## src/design/msa_regs.vh

```
/*
  Constants for the MAC station address and PHY management register group:
  indirect register offsets, field positions, reset values and MDIO timing.
  Assumes it is included by bare name from the design files of this block.
*/
`ifndef MSA_REGS_VH
`define MSA_REGS_VH

// Indirect register offsets (byte addresses)
`define MSA_OFF_MAC_CTRL 16'h0000
`define MSA_OFF_ADDR_HI 16'h0004
`define MSA_OFF_ADDR_LO 16'h0008
`define MSA_OFF_MGMT_CMD 16'h0014
`define MSA_OFF_MGMT_DATA 16'h0018
`define MSA_OFF_FLOW_CTRL 16'h001C

// Field positions
`define MSA_RX_EN_BIT 2
`define MSA_CMD_PHY_MSB 15
`define MSA_CMD_PHY_LSB 11
`define MSA_CMD_IDX_MSB 10
`define MSA_CMD_IDX_LSB 6
`define MSA_CMD_WR_BIT 1
`define MSA_CMD_BUSY_BIT 0
`define MSA_FC_PT_MSB 31
`define MSA_FC_PT_LSB 16
`define MSA_FC_FCE_BIT 1
`define MSA_FC_FCB_BIT 0

// Reset values
`define MSA_RST_RX_EN 1'b0
`define MSA_RST_ADDR_HI 16'hFFFF
`define MSA_ADDR_HI_RSVD 16'hFFFF
`define MSA_RST_ADDR_LO 32'hFFFF_FFFF
`define MSA_RST_PHY 5'h0B
`define MSA_RST_IDX 5'h0B
`define MSA_RST_PT 16'h0050
`define MSA_RST_FCE 1'b1

// MDIO timing: MDC period is a least time, so the half period rounds up
`define MSA_CLK_PERIOD_NS 8
`define MSA_MDC_PERIOD_NS 400
`define MSA_MDC_HALF_CYC (((`MSA_MDC_PERIOD_NS / 2) + `MSA_CLK_PERIOD_NS - 1) / `MSA_CLK_PERIOD_NS)

// MDIO frame layout
`define MSA_FRAME_START 2'b01
`define MSA_OP_WRITE 2'b01
`define MSA_OP_READ 2'b10
`define MSA_TURNAROUND 2'b10
`define MSA_PREAMBLE 32'hFFFF_FFFF
`define MSA_FRAME_LAST 6'h3F
`define MSA_ADDR_PHASE_LAST 6'h2D

`endif

```

## src/design/msa_mdio.v

```verilog
/*
  MDIO frame engine: runs one management frame (preamble, start, opcode,
  PHY and register address, turnaround, 16 data bits) on MDC and MDIO.
  Assumes start is a one-cycle pulse from same-clock logic and mdio_in comes
  straight from the pin.
*/
`timescale 1ns/1ns
`default_nettype none
`include "msa_regs.vh"

module msa_mdio (
  input wire clk,
  input wire resetn,
  input wire start,
  input wire write_sel,
  input wire [4:0] phy_select,
  input wire [4:0] phy_register_index,
  input wire [15:0] wdata,
  output reg done,
  output reg [15:0] rdata,
  output reg mdc,
  output reg mdio_out,
  output reg mdio_oe,
  input wire mdio_in
);

  // Half period in clocks; cut to the divider width on purpose
  localparam integer HALF_CYC = `MSA_MDC_HALF_CYC;
  localparam [4:0] HALF_LAST = HALF_CYC[4:0] - 5'd1;

  reg sync_a;
  reg sync_b;
  reg active;
  reg wr_q;
  reg [4:0] div_cnt;
  reg [5:0] bit_cnt;
  reg [63:0] shift;
  reg [15:0] rd_shift;
  wire [63:0] frame;

  // Whole frame, first bit at the top
  assign frame = {`MSA_PREAMBLE, `MSA_FRAME_START, write_sel ? `MSA_OP_WRITE : `MSA_OP_READ,
                  phy_select, phy_register_index, `MSA_TURNAROUND, wdata};

  // Data driven after MDC falls, sampled as MDC rises; PHY sees stable data
  always @(posedge clk) begin
    if (!resetn) begin
      sync_a <= 1'b0;
      sync_b <= 1'b0;
      active <= 1'b0;
      wr_q <= 1'b0;
      div_cnt <= 5'd0;
      bit_cnt <= 6'd0;
      shift <= 64'h0000_0000_0000_0000;
      rd_shift <= 16'h0000;
      done <= 1'b0;
      rdata <= 16'h0000;
      mdc <= 1'b0;
      mdio_out <= 1'b0;
      mdio_oe <= 1'b0;
    end else begin
      sync_a <= mdio_in;
      sync_b <= sync_a;
      done <= 1'b0;
      if (start && !active) begin
        active <= 1'b1;
        wr_q <= write_sel;
        div_cnt <= 5'd0;
        bit_cnt <= 6'd0;
        mdc <= 1'b0;
        mdio_out <= frame[63];
        mdio_oe <= 1'b1;
        shift <= {frame[62:0], 1'b0};
      end else if (active) begin
        if (div_cnt == HALF_LAST) begin
          div_cnt <= 5'd0;
          if (!mdc) begin
            mdc <= 1'b1;
            rd_shift <= {rd_shift[14:0], sync_b};
          end else if (bit_cnt == `MSA_FRAME_LAST) begin
            // Frame over: release the line and report
            mdc <= 1'b0;
            active <= 1'b0;
            done <= 1'b1;
            mdio_oe <= 1'b0;
            rdata <= rd_shift;
          end else begin
            mdc <= 1'b0;
            bit_cnt <= bit_cnt + 6'd1;
            mdio_out <= shift[63];
            shift <= {shift[62:0], 1'b0};
            // A read lets go of the line from the turnaround on
            mdio_oe <= wr_q || (bit_cnt < `MSA_ADDR_PHASE_LAST);
          end
        end else begin
          div_cnt <= div_cnt + 5'd1;
        end
      end
    end
  end

endmodule

`default_nettype wire

```

## src/design/msa_top.v

```verilog
/*
  MAC station address, receive enable, flow control and PHY management
  register group, reached through an indirect address/data register port.
  Assumes the indirect port and the receive path come from logic on clk,
  and that an Ethernet PHY sits on the MDC/MDIO pins.
*/
// Overview of operation
// - Packets pass to the receiver only if the receive enable bit is 1 at their first byte.
// - Five-bit PHY select field picks one of 32 PHY addresses.
// - Five-bit index field names the register inside the chosen PHY.
// - Direction bit 1 makes a PHY write, 0 a PHY read.
// - Busy flag stays 1 during a management frame, drops when it ends.
// - Sixteen-bit data register feeds writes and holds read results.
// - Pause duration field goes into every transmitted pause frame.
`timescale 1ns/1ns
`default_nettype none
`include "msa_regs.vh"

module msa_top (
  input wire clk,
  input wire resetn,
  input wire [15:0] reg_addr,
  input wire [31:0] reg_wdata,
  input wire reg_wr,
  input wire reg_rd,
  output reg [31:0] reg_rdata,
  output reg reg_rvalid,
  input wire rx_in_valid,
  input wire rx_in_sof,
  input wire [7:0] rx_in_data,
  output reg rx_out_valid,
  output reg rx_out_sof,
  output reg [7:0] rx_out_data,
  output reg rx_accept_enable,
  output reg [47:0] station_address_bits,
  output reg [15:0] pause_duration,
  output reg flow_ctrl_enable,
  output reg pause_send_req,
  input wire pause_sent,
  output wire mdc,
  output wire mdio_out,
  output wire mdio_oe,
  input wire mdio_in
);

  // Address decode, shared by the write and read paths
  function msa_hit;
    input [15:0] addr;
    input [15:0] offset;
    begin
      msa_hit = (addr == offset);
    end
  endfunction

  reg [4:0] phy_select;
  reg [4:0] phy_register_index;
  reg mgmt_write_select;
  reg mgmt_in_progress;
  reg [15:0] mgmt_data_word;
  reg mgmt_start;
  reg rx_frame_ok;
  reg [31:0] next_rdata;
  wire mgmt_done;
  wire [15:0] mgmt_rdata;
  wire wr_ctrl;
  wire wr_hi;
  wire wr_lo;
  wire wr_cmd;
  wire wr_data;
  wire wr_fc;

  // Write strobes; the port only carries indirect offsets
  assign wr_ctrl = reg_wr && msa_hit(reg_addr, `MSA_OFF_MAC_CTRL);
  assign wr_hi = reg_wr && msa_hit(reg_addr, `MSA_OFF_ADDR_HI);
  assign wr_lo = reg_wr && msa_hit(reg_addr, `MSA_OFF_ADDR_LO);
  assign wr_cmd = reg_wr && msa_hit(reg_addr, `MSA_OFF_MGMT_CMD);
  assign wr_data = reg_wr && msa_hit(reg_addr, `MSA_OFF_MGMT_DATA);
  assign wr_fc = reg_wr && msa_hit(reg_addr, `MSA_OFF_FLOW_CTRL);

  // Receive enable and station address
  always @(posedge clk) begin
    if (!resetn) begin
      rx_accept_enable <= `MSA_RST_RX_EN;
      station_address_bits <= {`MSA_RST_ADDR_HI, `MSA_RST_ADDR_LO};
    end else begin
      if (wr_ctrl) begin
        rx_accept_enable <= reg_wdata[`MSA_RX_EN_BIT];
      end
      if (wr_hi) begin
        station_address_bits[47:32] <= reg_wdata[15:0];
      end
      if (wr_lo) begin
        station_address_bits[31:0] <= reg_wdata;
      end
    end
  end

  // Flow control; a pause-done pulse loses to a host set in the same cycle
  always @(posedge clk) begin
    if (!resetn) begin
      pause_duration <= `MSA_RST_PT;
      flow_ctrl_enable <= `MSA_RST_FCE;
      pause_send_req <= 1'b0;
    end else begin
      if (wr_fc) begin
        pause_duration <= reg_wdata[`MSA_FC_PT_MSB:`MSA_FC_PT_LSB];
        flow_ctrl_enable <= reg_wdata[`MSA_FC_FCE_BIT];
      end
      if (wr_fc && reg_wdata[`MSA_FC_FCB_BIT]) begin
        pause_send_req <= 1'b1;
      end else if (pause_sent) begin
        pause_send_req <= 1'b0;
      end
    end
  end

  // Management command; a write while busy is dropped so a frame never tears
  always @(posedge clk) begin
    if (!resetn) begin
      phy_select <= `MSA_RST_PHY;
      phy_register_index <= `MSA_RST_IDX;
      mgmt_write_select <= 1'b0;
      mgmt_in_progress <= 1'b0;
      mgmt_start <= 1'b0;
    end else begin
      mgmt_start <= 1'b0;
      if (wr_cmd && !mgmt_in_progress) begin
        phy_select <= reg_wdata[`MSA_CMD_PHY_MSB:`MSA_CMD_PHY_LSB];
        phy_register_index <= reg_wdata[`MSA_CMD_IDX_MSB:`MSA_CMD_IDX_LSB];
        mgmt_write_select <= reg_wdata[`MSA_CMD_WR_BIT];
        mgmt_in_progress <= 1'b1;
        mgmt_start <= 1'b1;
      end else if (mgmt_done) begin
        mgmt_in_progress <= 1'b0;
      end
    end
  end

  // Data word; the PHY's answer wins over a host write in the same cycle
  always @(posedge clk) begin
    if (!resetn) begin
      mgmt_data_word <= 16'h0000;
    end else if (mgmt_done && !mgmt_write_select) begin
      mgmt_data_word <= mgmt_rdata;
    end else if (wr_data) begin
      mgmt_data_word <= reg_wdata[15:0];
    end
  end

  // Serial engine; it copies the data word into its frame at start, so host writes while busy do not reach the line
  msa_mdio u_mdio (
    .clk(clk),
    .resetn(resetn),
    .start(mgmt_start),
    .write_sel(mgmt_write_select),
    .phy_select(phy_select),
    .phy_register_index(phy_register_index),
    .wdata(mgmt_data_word),
    .done(mgmt_done),
    .rdata(mgmt_rdata),
    .mdc(mdc),
    .mdio_out(mdio_out),
    .mdio_oe(mdio_oe),
    .mdio_in(mdio_in)
  );

  // Read mux; unmapped offsets return zero
  always @* begin
    next_rdata = 32'h0000_0000;
    if (msa_hit(reg_addr, `MSA_OFF_MAC_CTRL)) begin
      next_rdata[`MSA_RX_EN_BIT] = rx_accept_enable;
    end else if (msa_hit(reg_addr, `MSA_OFF_ADDR_HI)) begin
      next_rdata = {`MSA_ADDR_HI_RSVD, station_address_bits[47:32]};
    end else if (msa_hit(reg_addr, `MSA_OFF_ADDR_LO)) begin
      next_rdata = station_address_bits[31:0];
    end else if (msa_hit(reg_addr, `MSA_OFF_MGMT_CMD)) begin
      next_rdata[`MSA_CMD_PHY_MSB:`MSA_CMD_PHY_LSB] = phy_select;
      next_rdata[`MSA_CMD_IDX_MSB:`MSA_CMD_IDX_LSB] = phy_register_index;
      next_rdata[`MSA_CMD_WR_BIT] = mgmt_write_select;
      next_rdata[`MSA_CMD_BUSY_BIT] = mgmt_in_progress;
    end else if (msa_hit(reg_addr, `MSA_OFF_MGMT_DATA)) begin
      next_rdata[15:0] = mgmt_data_word;
    end else if (msa_hit(reg_addr, `MSA_OFF_FLOW_CTRL)) begin
      next_rdata[`MSA_FC_PT_MSB:`MSA_FC_PT_LSB] = pause_duration;
      next_rdata[`MSA_FC_FCE_BIT] = flow_ctrl_enable;
      next_rdata[`MSA_FC_FCB_BIT] = pause_send_req;
    end
  end

  // Registered read answer, one cycle after the strobe
  always @(posedge clk) begin
    if (!resetn) begin
      reg_rdata <= 32'h0000_0000;
      reg_rvalid <= 1'b0;
    end else begin
      reg_rvalid <= reg_rd;
      if (reg_rd) begin
        reg_rdata <= next_rdata;
      end
    end
  end

  // Receive gate decided per frame at its first byte, so a frame is never cut
  always @(posedge clk) begin
    if (!resetn) begin
      rx_frame_ok <= 1'b0;
      rx_out_valid <= 1'b0;
      rx_out_sof <= 1'b0;
      rx_out_data <= 8'h00;
    end else begin
      if (rx_in_valid && rx_in_sof) begin
        rx_frame_ok <= rx_accept_enable;
      end
      rx_out_valid <= rx_in_valid && (rx_in_sof ? rx_accept_enable : rx_frame_ok);
      rx_out_sof <= rx_in_valid && rx_in_sof && rx_accept_enable;
      rx_out_data <= rx_in_data;
    end
  end

endmodule

`default_nettype wire

```

## config.mk

```make
export PLATFORM = sky130hd
export DESIGN_NAME = msa_top
export DESIGN_NICKNAME = d
export VERILOG_FILES = /design/src/design/msa_mdio.v /design/src/design/msa_top.v
export VERILOG_INCLUDE_DIRS = /design/src /design/src/design
export SDC_FILE = /design/constraint.sdc
export NUM_CORES = 1
export LEC_CHECK = 0
export ABC_CLOCK_PERIOD_IN_PS = 2900
export BUFFER_PORTS_ARGS = -buffer_cell sky130_fd_sc_hd__clkbuf_2
export CORE_MARGIN = 3
export CORE_UTILIZATION = 30
export CTS_CLUSTER_SIZE = 16
export DETAILED_ROUTE_END_ITERATION = 8
export HOLD_SLACK_MARGIN = 0.08
export MAX_ROUTING_LAYER = met4
export PLACE_DENSITY = 0.56
export SKIP_CTS_REPAIR_TIMING = 1
export SLEW_MARGIN = 20
export SYNTH_ARGS = -nofsm -noshare
export SYNTH_HDL_FRONTEND = slang
export SYNTH_HIERARCHICAL = 1
export SYNTH_SLANG_ARGS = --single-unit
```

## constraint.sdc

```tcl
create_clock -name clk -period 2.9 [get_ports clk]
set_input_delay 0.29 -clock clk [delete_from_list [all_inputs] [get_ports clk]]
set_output_delay 0.29 -clock clk [all_outputs]
set_load 0.05 [all_outputs]
```

==> impl_metrics.env, run 1 <==
export IMPL_status="finished clean"
export IMPL_finalWeightedCongestion=0.837
export IMPL_fmax_mhz=431
export IMPL_cp_end_kind="flop"
export IMPL_drive_gt1_share_pct=19.5
export IMPL_instances_no_fill=1935
export IMPL_yosys_most_used_dff="dfxtp_1"
export IMPL_whs_ps=66.8
export IMPL_clk_pin_slew_ps=60
export IMPL_io_buffer_count=176
export IMPL_crit_fanout=14
export IMPL_ys_async_sr_fraction_pct=0
export IMPL_drtPass1Iterations=6
export IMPL_yosysWarnings=6
export IMPL_p_sw_mw=1.76
export IMPL_vias=10500
export IMPL_irDropWorstVdd_mv=0.399
export IMPL_drc_errors=0
export IMPL_die_width_um=198
export IMPL_grt_max_degree=121
export IMPL_grt_use_total_pct=18.1
export IMPL_cts_buffers=29
export IMPL_dpl_hpwl_mm=24.1
export IMPL_slew_headroom_pct=31.4
export IMPL_p_seq_share_pct=46.5
export IMPL_avgSynthCellArea_um2=8.50
export IMPL_synth_ff_latch_count=254
export IMPL_clkPwrFrac_pct=48.9
export IMPL_core_um2=35900
export IMPL_syn_area_um2=11000
export IMPL_critical_path_class="primary input to flop"
export IMPL_power_mw=7.52
export IMPL_fin_tns_setup_ps=0
export IMPL_crit_chain="clkbuf_2 > or4_1 > buf_4 > nor4_4 > buf_4 > nand3_1 > nand3_1 > dlygate4sd3_1"
export IMPL_slew_viol_final=0
export IMPL_tightest_slew_ps=1030
export IMPL_cp_slowest_cell="nor4_4"
export IMPL_max_clock_path_buffers=3
export IMPL_grt_pass1_vias=9528
export IMPL_wire_per_inst_um=18.9
export IMPL_sw_frac_of_total_pct=23.4
export IMPL_placedCellCount=1836
export IMPL_io_pins=177
export IMPL_fin_crit_sh_pct=80.0
export IMPL_row_count=69
export IMPL_drtIter0Drc=807
export IMPL_synthCells=1297
export IMPL_clock_latency_ps=580
export IMPL_wirelength_mm=36.6
export IMPL_yosysUniqueCellTypes=63
export IMPL_worstPathArrival_ps=2840
export IMPL_cts_root_buf="clkbuf_16"
export IMPL_synth_yosys_seq_area_share_pct=46.1
export IMPL_finalHoldViolations=0
export IMPL_fp_dieArea_um2=39100
export IMPL_p_leak_nw=4.78
export IMPL_rsz0062_at_grt="false"
export IMPL_antenna_left=0
export IMPL_p_int_mw=5.76
export IMPL_cpPeakStageDelay_ps=610
export IMPL_syn_to_final_growth_pct=24.0
export IMPL_pwr_density_cell_nw_per_um2=550
export IMPL_nFillCells=3676
export IMPL_viasPerCell=5.42
export IMPL_synth_edf_count=0
export IMPL_hold_path_class="primary input to flop"
export IMPL_n_antenna_cell=0
export IMPL_worstPathRequired_ps=3420
export IMPL_cp_start_kind="primary input"
export IMPL_p_comb_share_pct=4.6
export IMPL_setup_viol=0
export IMPL_finalNetCount=1520
export IMPL_grt_pass1_wl_mm=55.7
export IMPL_drv_cap=0
export IMPL_cts_tree="yes"
export IMPL_fin_worst_skew_ps=31.8
export IMPL_die_height_um=198
export IMPL_syn_nets=1365
export IMPL_antenna_found_initial=0
export IMPL_htreeDepth=1
export IMPL_clock_sinks=254
export IMPL_start_util_pct=30.7
export IMPL_layout_min_cycle_time_ps=2320
export IMPL_grt_ovfl_total=0
routing by layer:
layer,vias to the layer above,global-route usage (%),wire length (µm),part of all wire [%]
li1,5090,-,-,-
met1,5005,23.5,16300,45
met2,342,29.5,17100,47
met3,54,2.80,2320,6.3
met4,0,5.22,902,2.5
met5,-,-,0,0
state kept, by name, indices dropped and copies added, names as in the netlist, 5 cells and up:
signal	count
phy_register_index	5
pause_duration	16
phy_select	5
u_mdio/rdata	16
u_mdio/shift	63
u_mdio/rd_shift	16
mgmt_data_word	16
rx_out_data	8
u_mdio/div_cnt	5
station_address_bits	48
reg_rdata	32
u_mdio/bit_cnt	6
synth_stat cells (33+ instances only):
| library cell | n | area, µm² |
|---|---|---|
| mux2i_1 | 33 | 330 |
| o211ai_1 | 54 | 405 |
| nand4_1 | 44 | 275 |
| dfxtp_1 | 254 | 5080 |
| nand3_1 | 220 | 1100 |
| nor2_1 | 61 | 229 |
| nand2_1 | 61 | 229 |
| clkbuf_1 | 92 | 345 |
| nor3_1 | 38 | 190 |
| a21oi_1 | 70 | 350 |
| a211oi_1 | 48 | 360 |
| o21ai_0 | 104 | 521 |
layout by cell type (no fill, tap or decap), types with 44 or more instances in the layout:
cell type      instances
dlygate4sd3_1         46
nand2_1               61
dfxtp_1              254
a211oi_1              48
o21ai_0              104
a21oi_1               70
nand4_1               44
o211ai_1              54
nor2_1                61
clkbuf_2             175
nand3_1              220
power by group through the flow:
| stage | combinational [mW] | clock [mW] | sequential (mW) |
|---|---|---|---|
| after floorplan | 0.141 | 0 | 3.60 |
| after global placement | 0.295 | 0 | 3.58 |
| after detailed placement | 0.296 | 0 | 3.58 |
| after CTS | 0.298 | 3.76 | 3.50 |
| after global routing | 0.372 | 3.90 | 3.50 |
| final | 0.347 | 3.67 | 3.50 |
through the flow:
step | util (%) | worst slack (ps) | area (µm²)
4_1_cts | 36.8 | 806 | 13200
3_5_place_dp | 34.1 | 404 | 12200
5_1_grt | 38.1 | 507 | 13700
6_report | 38.1 | 581 | 13700
2_1_floorplan | - | 783 | 11000
3_3_place_gp | 34.1 | 404 | 12200
final timing paths:
path / start / to / slack [ps] / depth (start not counted)
setup / recovery: reg_addr[15] / station_address_bits[18]$_SDFFE_PN1P_ / 580 / 8
hold / removal: reg_wdata[9] / phy_register_index[3]$_SDFFE_PN1P_ / 70 / 3
setup reg to reg: u_mdio/bit_cnt[1]$_SDFFE_PP0P_ / u_mdio/shift[20]$_SDFFE_PN0P_ / 790 / 6
hold reg to reg: u_mdio/sync_a$_SDFF_PN0_ / u_mdio/sync_b$_SDFF_PN0_ / 440 / 1
cell type report:
| type | count | area (µm²) | share of cell area, % |
|---|---|---|---|
| multi-input cells | 894 | 5310 | 38.9 |
| clock buffers | 44 | 862 | 6.31 |
| inverters | 9 | 33.8 | 0.247 |
| repair buffers | 264 | 1700 | 12.4 |
| well taps | 461 | 577 | 4.22 |
| clock inverters | 9 | 96.3 | 0.705 |
| flip-flops and latches | 254 | 5080 | 37.2 |
worst max-delay path, delay by kind of cell:
family        cells  cell delay, ps
buf+inv           4            1180
simple gates      4            1360
cells by family (layout without fill, tap and decap cells):
logic type,count (synthesis),count (layout),synth area share (%)
AOI/OAI and AO/OA,327,327,18.4
xor gates and xnor gates,5,5,0.397
adders and majority gates,4,4,0.454
buffers and inverters,149,326,5.94
DFF,254,254,46.1
muxes,34,34,3.10
and+or+nand+nor,524,524,25.5
Power figures use the tool's default switching activity.
==> inputs of run 2 (changes only) <==
--- a/config.mk
+++ b/config.mk
@@ -6,7 +6,8 @@
 export SDC_FILE = /design/constraint.sdc
 export NUM_CORES = 1
 export LEC_CHECK = 0
-export ABC_CLOCK_PERIOD_IN_PS = 2900
+export ABC_AREA = 1
+export ABC_CLOCK_PERIOD_IN_PS = 1900
 export BUFFER_PORTS_ARGS = -buffer_cell sky130_fd_sc_hd__clkbuf_2
 export CORE_MARGIN = 3
 export CORE_UTILIZATION = 30
@@ -14,7 +15,7 @@
 export DETAILED_ROUTE_END_ITERATION = 8
 export HOLD_SLACK_MARGIN = 0.08
 export MAX_ROUTING_LAYER = met4
-export PLACE_DENSITY = 0.56
+export PLACE_DENSITY = 0.57
 export SKIP_CTS_REPAIR_TIMING = 1
 export SLEW_MARGIN = 20
 export SYNTH_ARGS = -nofsm -noshare
==> constraint.sdc (replaced) <==
create_clock -name clk -period 1.9 [get_ports clk]
set_input_delay 0.19 -clock clk [delete_from_list [all_inputs] [get_ports clk]]
set_output_delay 0.19 -clock clk [all_outputs]
set_load 0.05 [all_outputs]
==> impl_metrics.env, run 2 <==
export IMPL_yosysUniqueCellTypes=41
export IMPL_cp_num_buf_inv=2
export IMPL_grt_pass1_vias=9102
export IMPL_max_clock_path_buffers=3
export IMPL_grt_ovfl_total=0
export IMPL_crit_chain="inv_1 > ha_1 > nand2_1 > nor2_8 > buf_4 > nand4_1 > nand2_1 > nor2_1 > nor2_1"
export IMPL_avgSynthCellArea_um2=7.48
export IMPL_antenna_found_initial=1
export IMPL_status="finished clean"
export IMPL_syn_nets=1523
export IMPL_netlist_top_cells_count="nand2_1, dfxtp_1, nor2_1"
export IMPL_cts_buffers=30
export IMPL_cpPeakStageDelay_ps=320
export IMPL_io_pins=177
export IMPL_cp_start_kind="flop"
export IMPL_pwr_density_cell_nw_per_um2=847
export IMPL_cp_end_kind="flop"
export IMPL_fin_crit_sh_pct=91.3
export IMPL_finalNetCount=1724
export IMPL_viasPerCell=4.72
export IMPL_synth_ff_latch_count=254
export IMPL_synth_most_common_cell="nand2_1"
export IMPL_p_leak_nw=6.32
export IMPL_drive_gt1_share_pct=20.3
export IMPL_seq_area_um2=5080
export IMPL_slew_headroom_pct=54.0
export IMPL_finalHoldViolations=0
export IMPL_top_register="u_mdio/shift"
export IMPL_final_cell_mix="nand2_1, dfxtp_1, nor2_1"
export IMPL_cp_slowest_cell="buf_4"
export IMPL_worstPathRequired_ps=2390
export IMPL_layout_commonest_cell="nand2_1"
export IMPL_fp_dieArea_um2=38600
export IMPL_antenna_left=0
export IMPL_synth_area_leaders="dfxtp_1, nand2_1, nor2_1"
export IMPL_irDropWorstVdd_mv=0.641
export IMPL_hold_path_class="primary input to flop"
export IMPL_synth_edf_count=0
export IMPL_drc_errors=0
export IMPL_crit_family="simple AND/OR/NAND/NOR gates"
export IMPL_grt_use_total_pct=15.8
export IMPL_multi_input_area_um2=4820
export IMPL_die_width_um=196
export IMPL_worstPathArrival_ps=2220
export IMPL_finalWeightedCongestion=0.821
export IMPL_die_height_um=196
export IMPL_top_regs="u_mdio/shift x63, station_address_bits x48, reg_rdata x32"
export IMPL_crit_fanout=25
export IMPL_wire_per_inst_um=14.5
export IMPL_vias=10100
export IMPL_syn_area_um2=10900
export IMPL_instances_no_fill=2142
export IMPL_synth_top_cell_area_share_pct=46.7
export IMPL_tightest_slew_ps=689
export IMPL_drtIter0Drc=667
export IMPL_drv_cap=0
export IMPL_syn_to_final_growth_pct=25.4
export IMPL_yosysWarnings=6
export IMPL_clk_pin_slew_ps=60
export IMPL_fin_tns_setup_ps=0
export IMPL_synth_yosys_seq_area_share_pct=46.7
export IMPL_dpl_hpwl_mm=21.0
export IMPL_core_um2=35700
export IMPL_largest_reg_flops=63
export IMPL_ys_async_sr_fraction_pct=0
export IMPL_synthCells=1455
export IMPL_wirelength_mm=31.1
export IMPL_fmax_mhz=576
export IMPL_synth_top_area_cell="dfxtp_1"
export IMPL_fin_worst_skew_ps=16.1
export IMPL_slew_viol_final=0
export IMPL_start_util_pct=30.5
export IMPL_setup_viol=0
export IMPL_row_count=69
export IMPL_io_buffer_count=176
export IMPL_yosys_most_used_dff="dfxtp_1"
export IMPL_cts_tree="yes"
export IMPL_layout_min_cycle_time_ps=1740
export IMPL_clock_latency_ps=550
export IMPL_rsz0062_at_grt="false"
export IMPL_nFillCells=3658
export IMPL_htreeDepth=1
export IMPL_drtPass1Iterations=5
export IMPL_grt_max_degree=73
export IMPL_cts_root_buf="clkbuf_16"
export IMPL_clock_sinks=254
export IMPL_grt_pass1_wl_mm=49.1
export IMPL_critical_path_class="flop to flop"
export IMPL_placedCellCount=2038
[run 2: changes by cell type in the layout (fill, tap and decap cells not counted), sizes merged, moves of 29 or more]
cell and delta:
inv +95, nor3 -35, nand2 +295, a22oi -29, mux2i -33, nor2 +178
a211oi -48, nand3 -106
[run 2: worst paths after layout]
path,to,slack [ps],start,depth (start not counted)
hold reg to reg,u_mdio/sync_b$_SDFF_PN0_,410,u_mdio/sync_a$_SDFF_PN0_,2
hold / removal,u_mdio/div_cnt[1]$_SDFFE_PP0P_,130,resetn,5
setup reg to reg,u_mdio/shift[28]$_SDFFE_PN0P_,160,u_mdio/div_cnt[1]$_SDFFE_PP0P_,9
setup / recovery,u_mdio/shift[28]$_SDFFE_PN0P_,160,u_mdio/div_cnt[1]$_SDFFE_PP0P_,9
[run 2: metrics by stage]
step | area (µm²) | power (mW) | util, % | hold WS, ps | setup WS [ps]
final | 13700 | 11.6 | 38.3 | 125 | 164
after global routing | 13700 | 12.0 | 38.3 | 155 | 39.2
after CTS | 13200 | 11.7 | 36.9 | -217 | 131
after detailed placement | 12200 | 5.85 | 34.1 | 378 | 177
after global placement | 12200 | 5.85 | 34.1 | 371 | 186
after floorplan | 10900 | 5.66 | - | 288 | 281
[run 2: area by class of cell]
cell class	count	share of cell area, %
Sequential cell	254	37.3
Multi-Input combinational cell	999	35.3
Timing Repair Buffer	263	12.7
Clock buffer	45	6.65
Tap cell	461	4.23
Inverter	108	3.01
Clock inverter	11	0.788
Antenna cell	1	0.0183
[run 2: power breakdown]
part,switching [mW],internal (mW),total (mW)
registers,0.00292,5.34,5.34
clock network,2.32,3.44,5.76
logic,0.297,0.168,0.465
total,2.62,8.94,11.6
[run 2: logic make-up (layout without fill, tap and decap cells)]
family	after synthesis	after routing	share of synthesized area (%)
other cells	0	1	0
flops	254	254	46.7
buf+inv	202	427	8.94
compound gates	230	230	13.3
simple gates	761	761	30.3
xor+xnor	4	4	0.322
fa+ha+maj	4	4	0.460
[run 2: tightest hold or removal path, cell delays in order]
cell and delay [ps]:
buf_4 150, inv_2 60, nor2_1 50, inv_1 120
nor2_1 60
[run 2: per-layer routing]
layer  vias to the layer above  track usage [%]  share of wire [%]
met4                         0             5.57                3.2
li1                       5131                -                  -
met3                        62             2.00                4.4
met2                       260             23.9                 44
met1                      4651             21.7                 48
met5                         -                -                  0
